File: config.mk
export PLATFORM = sky130hd
export DESIGN_NAME = rclc_top
export DESIGN_NICKNAME = d
export VERILOG_FILES = /design/src/rtl/rclc_pkg.sv /design/src/rtl/rclc_top.sv
export SDC_FILE = /design/constraint.sdc
export NUM_CORES = 1
export LEC_CHECK = 0
export BUFFER_PORTS_ARGS = -buffer_cell sky130_fd_sc_hd__buf_2
export CORE_UTILIZATION = 50
export CTS_CLUSTER_SIZE = 20
export DETAILED_ROUTE_END_ITERATION = 7
export PLACE_DENSITY = 0.7
export SYNTH_ARGS = -nofsm -noshare
export SYNTH_HDL_FRONTEND = slang
export SYNTH_SLANG_ARGS = --single-unit
File: constraint.sdc
create_clock -name sys_clk_i -period 7.2 [get_ports sys_clk_i]
set_input_delay 1.08 -clock sys_clk_i [delete_from_list [all_inputs] [get_ports sys_clk_i]]
set_output_delay 1.08 -clock sys_clk_i [all_outputs]
set_load 0.01 [all_outputs]
File: src/rtl/rclc_pkg.sv
// Constants, field layout and state types of the radio click light controller.
package rclc_pkg;

   // ----------------------------------------------------------------------
   // Timing
   // ----------------------------------------------------------------------
   localparam longint unsigned CLK_HZ     = 64'd100_000_000;
   localparam longint unsigned WINDOW_S   = 64'd5;
   localparam longint unsigned HOLD_MIN   = 64'd15;
   localparam logic [31:0]     WINDOW_CYC = 32'(WINDOW_S * CLK_HZ);
   localparam logic [39:0]     HOLD_CYC   = 40'(HOLD_MIN * 64'd60 * CLK_HZ);

   // ----------------------------------------------------------------------
   // Keying counts, steps and circuits
   // ----------------------------------------------------------------------
   localparam logic [3:0] KEYS_LOW  = 4'h3;
   localparam logic [3:0] KEYS_MID  = 4'h5;
   localparam logic [3:0] KEYS_HIGH = 4'h7;
   localparam logic [3:0] KEYS_MAX  = 4'hF;
   localparam logic [2:0] STEP_LOW  = 3'h1;
   localparam logic [2:0] STEP_TWO  = 3'h2;
   localparam logic [2:0] STEP_MID5 = 3'h3;
   localparam logic [2:0] STEP_TOP5 = 3'h5;
   localparam logic [1:0] STEPS_1   = 2'h0;
   localparam logic [1:0] STEPS_2   = 2'h1;
   localparam logic [1:0] STEPS_3   = 2'h2;
   localparam logic [1:0] STEPS_5   = 2'h3;
   localparam int NC       = 5;
   localparam int CIR_RWY  = 0;
   localparam int CIR_APPR = 1;
   localparam int CIR_TWY  = 2;
   localparam int CIR_END_ID = 3;
   localparam int CIR_AUTO = 4;

   // ----------------------------------------------------------------------
   // Register map
   // ----------------------------------------------------------------------
   localparam logic [7:0]  REG_CTRL    = 8'h00;
   localparam logic [7:0]  REG_MASK    = 8'h04;
   localparam logic [7:0]  REG_STEPS   = 8'h08;
   localparam logic [7:0]  REG_STATUS  = 8'h0C;
   localparam logic [7:0]  REG_HOLD_LO = 8'h10;
   localparam logic [7:0]  REG_HOLD_HI = 8'h14;
   localparam int CTRL_DAY_AUTO  = 0;
   localparam int CTRL_DAY_NO3   = 1;
   localparam int CTRL_LOW2      = 2;
   localparam int CTRL_IDLE_RWY  = 3;
   localparam int CTRL_IDLE_STEP = 4;
   localparam int MASK_RADIO     = 0;
   localparam int MASK_DAY       = 8;
   localparam int MASK_SEL       = 16;
   localparam int MASK_IDLE      = 24;
   localparam int STEPS_AUTO     = 16;
   localparam logic [31:0] CTRL_RST    = 32'h0000_0010;
   localparam logic [31:0] MASK_RST    = 32'h001F_181F;
   localparam logic [31:0] STEPS_RST   = 32'h0010_00AF;
   localparam logic [31:0] CTRL_WMASK  = 32'h0000_007F;
   localparam logic [31:0] MASK_WMASK  = 32'h1F1F_1F1F;
   localparam logic [31:0] STEPS_WMASK = 32'h001F_03FF;

   // ----------------------------------------------------------------------
   // Types
   // ----------------------------------------------------------------------
   typedef enum logic [1:0] {
      CMD_NONE = 2'h0,
      CMD_LOW  = 2'h1,
      CMD_MID  = 2'h2,
      CMD_HIGH = 2'h3
   } rclc_cmd_t;

   typedef enum logic [1:0] {
      ST_IDLE = 2'b01,
      ST_HOLD = 2'b10
   } rclc_state_t;

   typedef struct packed {
      rclc_state_t       state;
      logic              key_prev;
      logic              win_open;
      logic [31:0]       win_cnt;
      logic [3:0]        key_cnt;
      rclc_cmd_t         cmd;
      logic [39:0]       hold_cnt;
      logic [31:0]       ctrl;
      logic [31:0]       mask;
      logic [31:0]       steps;
      logic              waitreq;
      logic [31:0]       rdata;
      logic [NC-1:0]     lamp_on;
      logic [3*NC-1:0]   lamp_step;
   } rclc_regs_t;

endpackage : rclc_pkg

File: src/rtl/rclc_top.sv
// Radio click light controller: keying counter, hold timer, interlocks and register slave.
//
// Functional notes
// Count keyings in a five second window.
// Three, five, seven keyings give low, mid, high.
// Valid command holds lights on fifteen minutes.
// At expiry lights go off or preset.
// New valid command restarts full hold period.
// No early switch off, except small end identifiers.
// Outside day mode runway on with others.
// Approach never on while runway off.
// Approach and runway intensity change together.
// Five step: 1 or 2, 3, 5.
// Photocell systems only energized, intensity external.
// Non radio circuits stay on when idle.
// Optional idle runway low, others preselected.
// Day mode energizes only day useful circuits.
// Day mode from photocell or switch.
// Option drops three keying command by day.
// Manual selection chooses responding circuits.
// End identifiers off at low commands, on higher; three and five step ones stay on at low, one step ones light at high only.
// Other counts ignored, outputs and timer unchanged.
// Window opens at first keying, evaluated at close.
//
// The Avalon-MM register port and the address map were chosen for this implementation.
`timescale 1ns/1ps

module rclc_top #(
   parameter logic [31:0] WINDOW_CYC = rclc_pkg::WINDOW_CYC,
   parameter logic [39:0] HOLD_CYC   = rclc_pkg::HOLD_CYC
) (
   input  wire logic                      sys_clk_i,
   input  wire logic                      reset_i,
   input  wire logic [7:0]                avs_address_i,
   input  wire logic                      avs_read_i,
   input  wire logic                      avs_write_i,
   input  wire logic [31:0]               avs_writedata_i,
   input  wire logic [3:0]                avs_byteenable_i,
   output logic      [31:0]               avs_readdata_o,
   output logic                           avs_waitrequest_o,
   input  wire logic                      key_i,
   input  wire logic                      photo_day_i,
   input  wire logic                      day_switch_i,
   output logic      [rclc_pkg::NC-1:0]   lamp_on_o,
   output logic      [3*rclc_pkg::NC-1:0] lamp_step_o
);

   // ----------------------------------------------------------------------
   // Functions
   // ----------------------------------------------------------------------
   function automatic rclc_pkg::rclc_cmd_t count_cmd(input logic [3:0] cnt);
      rclc_pkg::rclc_cmd_t c;
      c = rclc_pkg::CMD_NONE;
      // count to command
      case (cnt)
         rclc_pkg::KEYS_LOW:  c = rclc_pkg::CMD_LOW;
         rclc_pkg::KEYS_MID:  c = rclc_pkg::CMD_MID;
         rclc_pkg::KEYS_HIGH: c = rclc_pkg::CMD_HIGH;
         default:             c = rclc_pkg::CMD_NONE;
      endcase
      return c;
   endfunction : count_cmd

   // Returns {on, step} for a circuit with the given step count.
   function automatic logic [3:0] map_step(input logic [1:0] st, input rclc_pkg::rclc_cmd_t cmd,
                                           input logic end_id, input logic low2);
      logic [3:0] m;
      m = 4'h0;
      if (cmd != rclc_pkg::CMD_NONE) begin
         case (st)
            // end identifiers off low
            rclc_pkg::STEPS_1: begin
               m = {(!end_id || cmd == rclc_pkg::CMD_HIGH), rclc_pkg::STEP_LOW};
            end
            // small end identifiers may darken
            rclc_pkg::STEPS_2: begin
               if (end_id && cmd == rclc_pkg::CMD_LOW) begin
                  m = 4'h0;
               end else begin
                  m = {1'b1, (cmd == rclc_pkg::CMD_HIGH) ? rclc_pkg::STEP_TWO
                                                        : rclc_pkg::STEP_LOW};
               end
            end
            rclc_pkg::STEPS_3: begin
               m = {1'b1, 1'b0, cmd};
            end
            // five step mapping
            default: begin
               case (cmd)
                  rclc_pkg::CMD_LOW: begin
                     m = {1'b1, low2 ? rclc_pkg::STEP_TWO : rclc_pkg::STEP_LOW};
                  end
                  rclc_pkg::CMD_MID: begin
                     m = {1'b1, rclc_pkg::STEP_MID5};
                  end
                  default: begin
                     m = {1'b1, rclc_pkg::STEP_TOP5};
                  end
               endcase
            end
         endcase
      end
      return m;
   endfunction : map_step

   function automatic logic [31:0] merge(input logic [31:0] old, input logic [31:0] wd,
                                         input logic [3:0] be, input logic [31:0] wm);
      logic [31:0] r;
      r = old;
      for (int b = 0; b < 4; b++) begin
         if (be[b]) begin
            r[8*b +: 8] = wd[8*b +: 8];
         end
      end
      return r & wm;
   endfunction : merge

   // ----------------------------------------------------------------------
   // State
   // ----------------------------------------------------------------------
   rclc_pkg::rclc_regs_t      state_reg;
   rclc_pkg::rclc_regs_t      state_next;
   logic                      day_w;
   logic                      key_edge;
   wire  [rclc_pkg::NC-1:0]   tgt_on;
   wire  [3*rclc_pkg::NC-1:0] tgt_step;
   logic [3:0]                cnt_now;
   rclc_pkg::rclc_cmd_t       new_cmd;
   logic                      win_close;
   logic                      bus_acc;
   logic                      bus_commit;

   // day mode source
   assign day_w    = state_reg.ctrl[rclc_pkg::CTRL_DAY_AUTO] ? photo_day_i : day_switch_i;
   assign key_edge = key_i && !state_reg.key_prev;

   // ----------------------------------------------------------------------
   // Per circuit targets
   // ----------------------------------------------------------------------
   for (genvar i = 0; i < rclc_pkg::NC; i++) begin : g_cir
      logic       radio;
      logic       sel;
      logic       dmask;
      logic       idle_en;
      logic       auto_c;
      logic       act;
      logic       idle_ok;
      logic [3:0] m;
      logic [2:0] idle_step;
      logic       on_c;
      logic [2:0] step_c;
      assign radio     = state_reg.mask[rclc_pkg::MASK_RADIO + i];
      assign sel       = state_reg.mask[rclc_pkg::MASK_SEL + i];
      assign dmask     = state_reg.mask[rclc_pkg::MASK_DAY + i];
      assign idle_en   = state_reg.mask[rclc_pkg::MASK_IDLE + i] || (i == rclc_pkg::CIR_RWY);
      assign auto_c    = state_reg.steps[rclc_pkg::STEPS_AUTO + i];
      assign idle_step = (i == rclc_pkg::CIR_RWY) ? rclc_pkg::STEP_LOW
                       : state_reg.ctrl[rclc_pkg::CTRL_IDLE_STEP +: 3];
      // one command sets every radio circuit
      assign m         = map_step(state_reg.steps[2*i +: 2], state_reg.cmd,
                                  i == rclc_pkg::CIR_END_ID, state_reg.ctrl[rclc_pkg::CTRL_LOW2]);
      // selection and day subset
      assign act       = state_reg.state == rclc_pkg::ST_HOLD && sel && (!day_w || dmask);
      // idle runway low, others preselected
      assign idle_ok   = state_reg.ctrl[rclc_pkg::CTRL_IDLE_RWY] && !day_w && idle_en;
      always_comb begin
         // non radio circuits stay on
         if (!radio) begin
            on_c   = 1'b1;
            step_c = auto_c ? 3'h0 : state_reg.ctrl[rclc_pkg::CTRL_IDLE_STEP +: 3];
         end else if (act) begin
            on_c   = m[3];
            // photocell picks intensity
            step_c = auto_c ? 3'h0 : m[2:0];
         end else if (idle_ok) begin
            // preset brightness after hold
            on_c   = 1'b1;
            step_c = auto_c ? 3'h0 : idle_step;
         end else begin
            on_c   = 1'b0;
            step_c = 3'h0;
         end
      end
      assign tgt_on[i]          = on_c;
      assign tgt_step[3*i +: 3] = step_c;
   end

   // ----------------------------------------------------------------------
   // Next state
   // ----------------------------------------------------------------------
   always_comb begin
      state_next          = state_reg;
      state_next.key_prev = key_i;
      bus_acc    = (avs_read_i || avs_write_i) && state_reg.waitreq;
      bus_commit = (avs_read_i || avs_write_i) && !state_reg.waitreq;
      state_next.waitreq = !bus_acc;
      if (bus_acc && avs_read_i) begin
         case (avs_address_i)
            rclc_pkg::REG_CTRL:    state_next.rdata = state_reg.ctrl;
            rclc_pkg::REG_MASK:    state_next.rdata = state_reg.mask;
            rclc_pkg::REG_STEPS:   state_next.rdata = state_reg.steps;
            rclc_pkg::REG_STATUS: begin
               state_next.rdata = {11'h000, state_reg.lamp_on, 4'h0, state_reg.key_cnt,
                                   2'h0, state_reg.win_open, day_w, state_reg.cmd,
                                   state_reg.state};
            end
            rclc_pkg::REG_HOLD_LO: state_next.rdata = state_reg.hold_cnt[31:0];
            rclc_pkg::REG_HOLD_HI: state_next.rdata = {24'h00_0000, state_reg.hold_cnt[39:32]};
            default:               state_next.rdata = 32'h0000_0000;
         endcase
      end
      if (bus_commit && avs_write_i) begin
         case (avs_address_i)
            rclc_pkg::REG_CTRL: begin
               state_next.ctrl = merge(state_reg.ctrl, avs_writedata_i, avs_byteenable_i,
                                       rclc_pkg::CTRL_WMASK);
            end
            rclc_pkg::REG_MASK: begin
               state_next.mask = merge(state_reg.mask, avs_writedata_i, avs_byteenable_i,
                                       rclc_pkg::MASK_WMASK);
            end
            rclc_pkg::REG_STEPS: begin
               state_next.steps = merge(state_reg.steps, avs_writedata_i, avs_byteenable_i,
                                        rclc_pkg::STEPS_WMASK);
            end
            default: begin
               state_next.ctrl = state_reg.ctrl;
            end
         endcase
      end

      cnt_now   = state_reg.key_cnt
                + {3'h0, key_edge && state_reg.key_cnt != rclc_pkg::KEYS_MAX};
      win_close = state_reg.win_open && state_reg.win_cnt == 32'h0000_0000;
      new_cmd   = count_cmd(cnt_now);
      // three keyings dropped by day
      if (day_w && state_reg.ctrl[rclc_pkg::CTRL_DAY_NO3] && new_cmd == rclc_pkg::CMD_LOW) begin
         new_cmd = rclc_pkg::CMD_NONE;
      end
      // window opens at first keying
      if (!state_reg.win_open) begin
         if (key_edge) begin
            state_next.win_open = 1'b1;
            state_next.win_cnt  = WINDOW_CYC - 32'h0000_0001;
            state_next.key_cnt  = 4'h1;
         end
      end else if (win_close) begin
         // count evaluated at close
         state_next.win_open = 1'b0;
         state_next.key_cnt  = 4'h0;
      end else begin
         state_next.win_cnt = state_reg.win_cnt - 32'h0000_0001;
         state_next.key_cnt = cnt_now;
      end

      case (state_reg.state)
         rclc_pkg::ST_IDLE: begin
            // energize and start hold
            if (win_close && new_cmd != rclc_pkg::CMD_NONE) begin
               state_next.state    = rclc_pkg::ST_HOLD;
               state_next.cmd      = new_cmd;
               state_next.hold_cnt = HOLD_CYC - 40'h00_0000_0001;
            end
         end
         rclc_pkg::ST_HOLD: begin
            // restart full period
            if (win_close && new_cmd != rclc_pkg::CMD_NONE) begin
               state_next.cmd      = new_cmd;
               state_next.hold_cnt = HOLD_CYC - 40'h00_0000_0001;
            // expiry ends hold
            end else if (state_reg.hold_cnt == 40'h00_0000_0000) begin
               state_next.state = rclc_pkg::ST_IDLE;
               state_next.cmd   = rclc_pkg::CMD_NONE;
            // invalid counts leave timer running
            end else begin
               state_next.hold_cnt = state_reg.hold_cnt - 40'h00_0000_0001;
            end
         end
         default: begin
            state_next.state = rclc_pkg::ST_IDLE;
            state_next.cmd   = rclc_pkg::CMD_NONE;
         end
      endcase

      state_next.lamp_on   = tgt_on;
      state_next.lamp_step = tgt_step;
      // runway follows other circuits
      if (!day_w && |(tgt_on & ~(rclc_pkg::NC'(1) << rclc_pkg::CIR_RWY))
          && !tgt_on[rclc_pkg::CIR_RWY]) begin
         state_next.lamp_on[rclc_pkg::CIR_RWY]           = 1'b1;
         state_next.lamp_step[3*rclc_pkg::CIR_RWY +: 3] = rclc_pkg::STEP_LOW;
      end
      // approach needs runway
      if (!state_next.lamp_on[rclc_pkg::CIR_RWY]) begin
         state_next.lamp_on[rclc_pkg::CIR_APPR]           = 1'b0;
         state_next.lamp_step[3*rclc_pkg::CIR_APPR +: 3] = 3'h0;
      end
   end

   always_ff @(posedge sys_clk_i) begin
      if (reset_i) begin
         state_reg           <= '0;
         state_reg.state     <= rclc_pkg::ST_IDLE;
         state_reg.cmd       <= rclc_pkg::CMD_NONE;
         state_reg.ctrl      <= rclc_pkg::CTRL_RST;
         state_reg.mask      <= rclc_pkg::MASK_RST;
         state_reg.steps     <= rclc_pkg::STEPS_RST;
         state_reg.waitreq   <= 1'b1;
      end else begin
         state_reg <= state_next;
      end
   end

   assign avs_readdata_o    = state_reg.rdata;
   assign avs_waitrequest_o = state_reg.waitreq;
   assign lamp_on_o         = state_reg.lamp_on;
   assign lamp_step_o       = state_reg.lamp_step;
endmodule : rclc_top

==> impl_results.md <==
* Post_cts resized at 0
* Largest family of logic cells by synthesized area: simple AND/OR/NAND/NOR gates
* Setup bufs post-CTS at 0
* Placed insts at roughly 1300
* Slew HR at 19.9%
* Setup crit start: key_i
* Switch share at 24.2%
* Post-route cell area at between 9000 and 10000 sq um
* RSZ-0062 raised after global routing: false
* Sequential share of power at 47.9%
* Synth Register Bits at 177
* Pwr Density at 218 nW/um^2
* Worst-path clk slew at roughly 0.07 ns
* CP required at around 7.6 ns
* Most frequent cells in the layout: dfxtp_1, nor2_1, a21oi_1
* Setup WS pre-CTS at 2.80 ns
* Pre-Repair DR Iteration Count at 7
* Number of global-route vias before repair at 7135
* Post-synthesis mux area share at ~5.5%
* Final Net Count at 1153
* R2r startpoint: state_reg[193]$_SDFFE_PP0P_
* Largest net degree at the start of global routing at 66
* Clock Power Share at 44.4%
* Fmax at 0.250 GHz
* Setup-failing EPs final at 0
* Sequential fraction of the synthesis area at 39.6%
* CTS tree: built
* Final Max Tran Viols at 0
* # Max-Cap Violations at 0
* Antenna cells at 0
* Commonest non-fill, non-tap cell in the layout: dfxtp_1
* Post-Syn Nets at 1146
* Cell leakage power at 0.00386 uW
* Total area of sequential cells at 3540 sq um
* Cell count after synthesis at 1084
* Initial antenna violation count at 0
* Post-synth EDFFs at 0
* Core area at 17400 sq um
* Hold Vio Cnt, Final at 0
* Clk root buf: clkbuf_16
* Rows at between 40 and 50
* Filler-free cell count of the finished design at 1328
* H-tree lvl count at 4
* Final Util at 56.0%
* First-pass GRT wire length at 38.7 mm
* Hold_buf cts at 0
* Mapped cell area at 8950 sq um
* Vias at 7911
* Largest register FFs at 97
* Synth cell types at 67
* CP dominant cell by count: ha_1
* Chip width at approximately 140 um
* Fin crit period at 4.01 ns
* Post-DP Area at between 9000 and 10000 sq um
* Grt ovf at 0
* Critical Path Stages at 13
* Post-synthesis simple-gate area fraction at 23.2%
* Die H at 136 um
* # DRC at 0
* Buffer and inverter count on the worst path at 3
* Slew @ Worst Pin at around 1.2 ns
* Post-synthesis compound-gate area fraction at about a fifth
* Worst-skew pair later-pin latency at 0.43 ns
* Hold path cells at 2
* 1st-iter DRT viols at between 600 and 700
* Crit path max-delay family: simple AND/OR/NAND/NOR gates
* Routed Antenna Nets at 0
* HP Class: reg2reg
* Hpwl dp at 17.4 mm
* # fillers at 1642
* # port buffers at 94
* Crit-path cells: buf_2 > nand2b_1 > a41oi_1 > ha_1 > ha_1 > inv_1 > o211ai_1 > nand3_1 > nor2_1 > o21ai_1 > buf_4 > or4_1 > a21oi_1
* Starting Density at roughly half
* Die Area at approximately 18000 sq um
* Outcome: completed
* Startpoint class of the critical path: input pin
* Mean Syn Cell Area at 8.26 sq um
* Adder-cell share of the synthesized area at around 1.5%
* CTS Sinks at approximately 180
* DR vias/cell at around 6.0
* Post-route setup TNS at 0 ns
* Area Growth Syn to Fin at 8.87%
* Int Pwr at roughly 1600 uW
* Cts bufs inserted at 17
* Critical path peak fanout at 12
* R2R depth at 11
* Total track usage at 27.2%
* Post-synth top flop: dfxtp_1
* Fin crit share at a little under three fifths
* GPL Wtd Cong at 0.904
* Hold_sp: avs_readdata_o[30]$_SDFFE_PP0P_
* Total wire length at 24.5 mm
* Clk_skew at 0.00933 ns
* Post-synthesis xor/xnor area fraction at 3.13%
* Final worst slack at 3.19 ns
* Worst path max stage delay at 0.69 ns
* Multi-input logic area at approximately 4700 sq um
* CTS max path bufs at 2
* Crit-path slowest cell: nor2_1
* Top Ports at approximately 100
* CP Capture Type: flop
* Combinational cell fraction of total power at 7.7%
* WL/cell at 18.4 um
* Net Switching at a little over 500 uW
* Async set-reset flop share out of synthesis at 0%
* Ys Warns at 0
* CP arrival at 4.36 ns
* Kind of critical path: in2reg
* Layout cell share with drive strength beyond 1 at about 14%
* VDD IR-drop max at 0.000143 V
## per-layer routing
layer / vias up / wire [um] / track usage (%)
met3: 39 / 1370 / 4.59
met5: - / 0 / 0
li1: 3888 / - / -
met1: 3719 / 11200 / 36.7
met2: 265 / 11400 / 43.6
met4: 0 / 532 / 9.49
## per-stage QoR
step / total power [uW] / hold slack, ns
finish: 2130 / 0.448
detailed placement: 1200 / 0.442
floorplan: 1150 / 0.432
global placement: 1200 / 0.437
CTS: 2130 / 0.451
global route: 2200 / 0.470
## final cells by class
| type | count | share of cell area (%) |
|---|---|---|
| clock inverters | 7 | 1.00 |
| repair buffers | 104 | 5.62 |
| multi-input cells | 770 | 48.2 |
| clock buffers | 24 | 5.15 |
| inverters | 21 | 0.809 |
| flip-flops and latches | 177 | 36.4 |
| well taps | 225 | 2.89 |
## worst reg2reg max path, stage by stage, from the launching register on
cell and delay (ns):
dfxtp_1 0.49, a41oi_1 0.16, ha_1 0.22, ha_1 0.34
inv_1 0.05, o211ai_1 0.26, nand3_1 0.16, nor2_1 0.69
o21ai_1 0.35, buf_4 0.28, or4_1 0.47, a21oi_1 0.15
## power groups by stage
stage	logic [uW]	registers, uW	clock network, uW
3_5_place_dp	162	1040	0
5_1_grt	180	1020	996
3_3_place_gp	159	1040	0
4_1_cts	163	1020	949
6_report	164	1020	945
2_1_floorplan	119	1030	0
## logic make-up after synthesis
kind of cell,count (synthesis)
adders and majority gates,11
buffers and inverters,137
xor gates and xnor gates,32
muxes,48
and+or+nand+nor,409
DFF,177
AOI/OAI and AO/OA,270
## worst paths after layout
check                                    end  slack (ns)
max              state_reg[187]$_SDFFE_PP0P_        3.19
min          avs_readdata_o[30]$_SDFFE_PP0P_        0.45
max reg2reg      state_reg[187]$_SDFFE_PP0P_        3.51
min reg2reg  avs_readdata_o[30]$_SDFFE_PP0P_        0.45
## Yosys cell counts (5+ instances only)
cell	n	area, sq um
or2_2	6	37.5
buf_2	7	35.0
o31ai_1	14	105
xor2_1	10	87.6
nor2_1	110	413
buf_4	52	390
mux2i_1	41	410
mux2_2	7	78.8
nand4_1	6	37.5
nor3_1	41	205
nand2_1	92	345
dfxtp_1	177	3540
nor4_1	19	119
xnor2_1	22	193
nor3b_1	5	37.5
a22oi_1	37	278
nand3_1	31	155
a21oi_1	102	510
inv_1	21	78.8
a211oi_1	10	75.1
clkbuf_1	51	191
or3_1	21	131
nand2b_1	9	56.3
nor2b_1	13	81.3
o211ai_1	17	128
or4_1	26	195
buf_1	5	18.8
o21ai_0	34	170
a21o_1	5	37.5
a31oi_1	17	106
and3_1	9	56.3
ha_1	11	138
(Power assumes the default switching activity.)
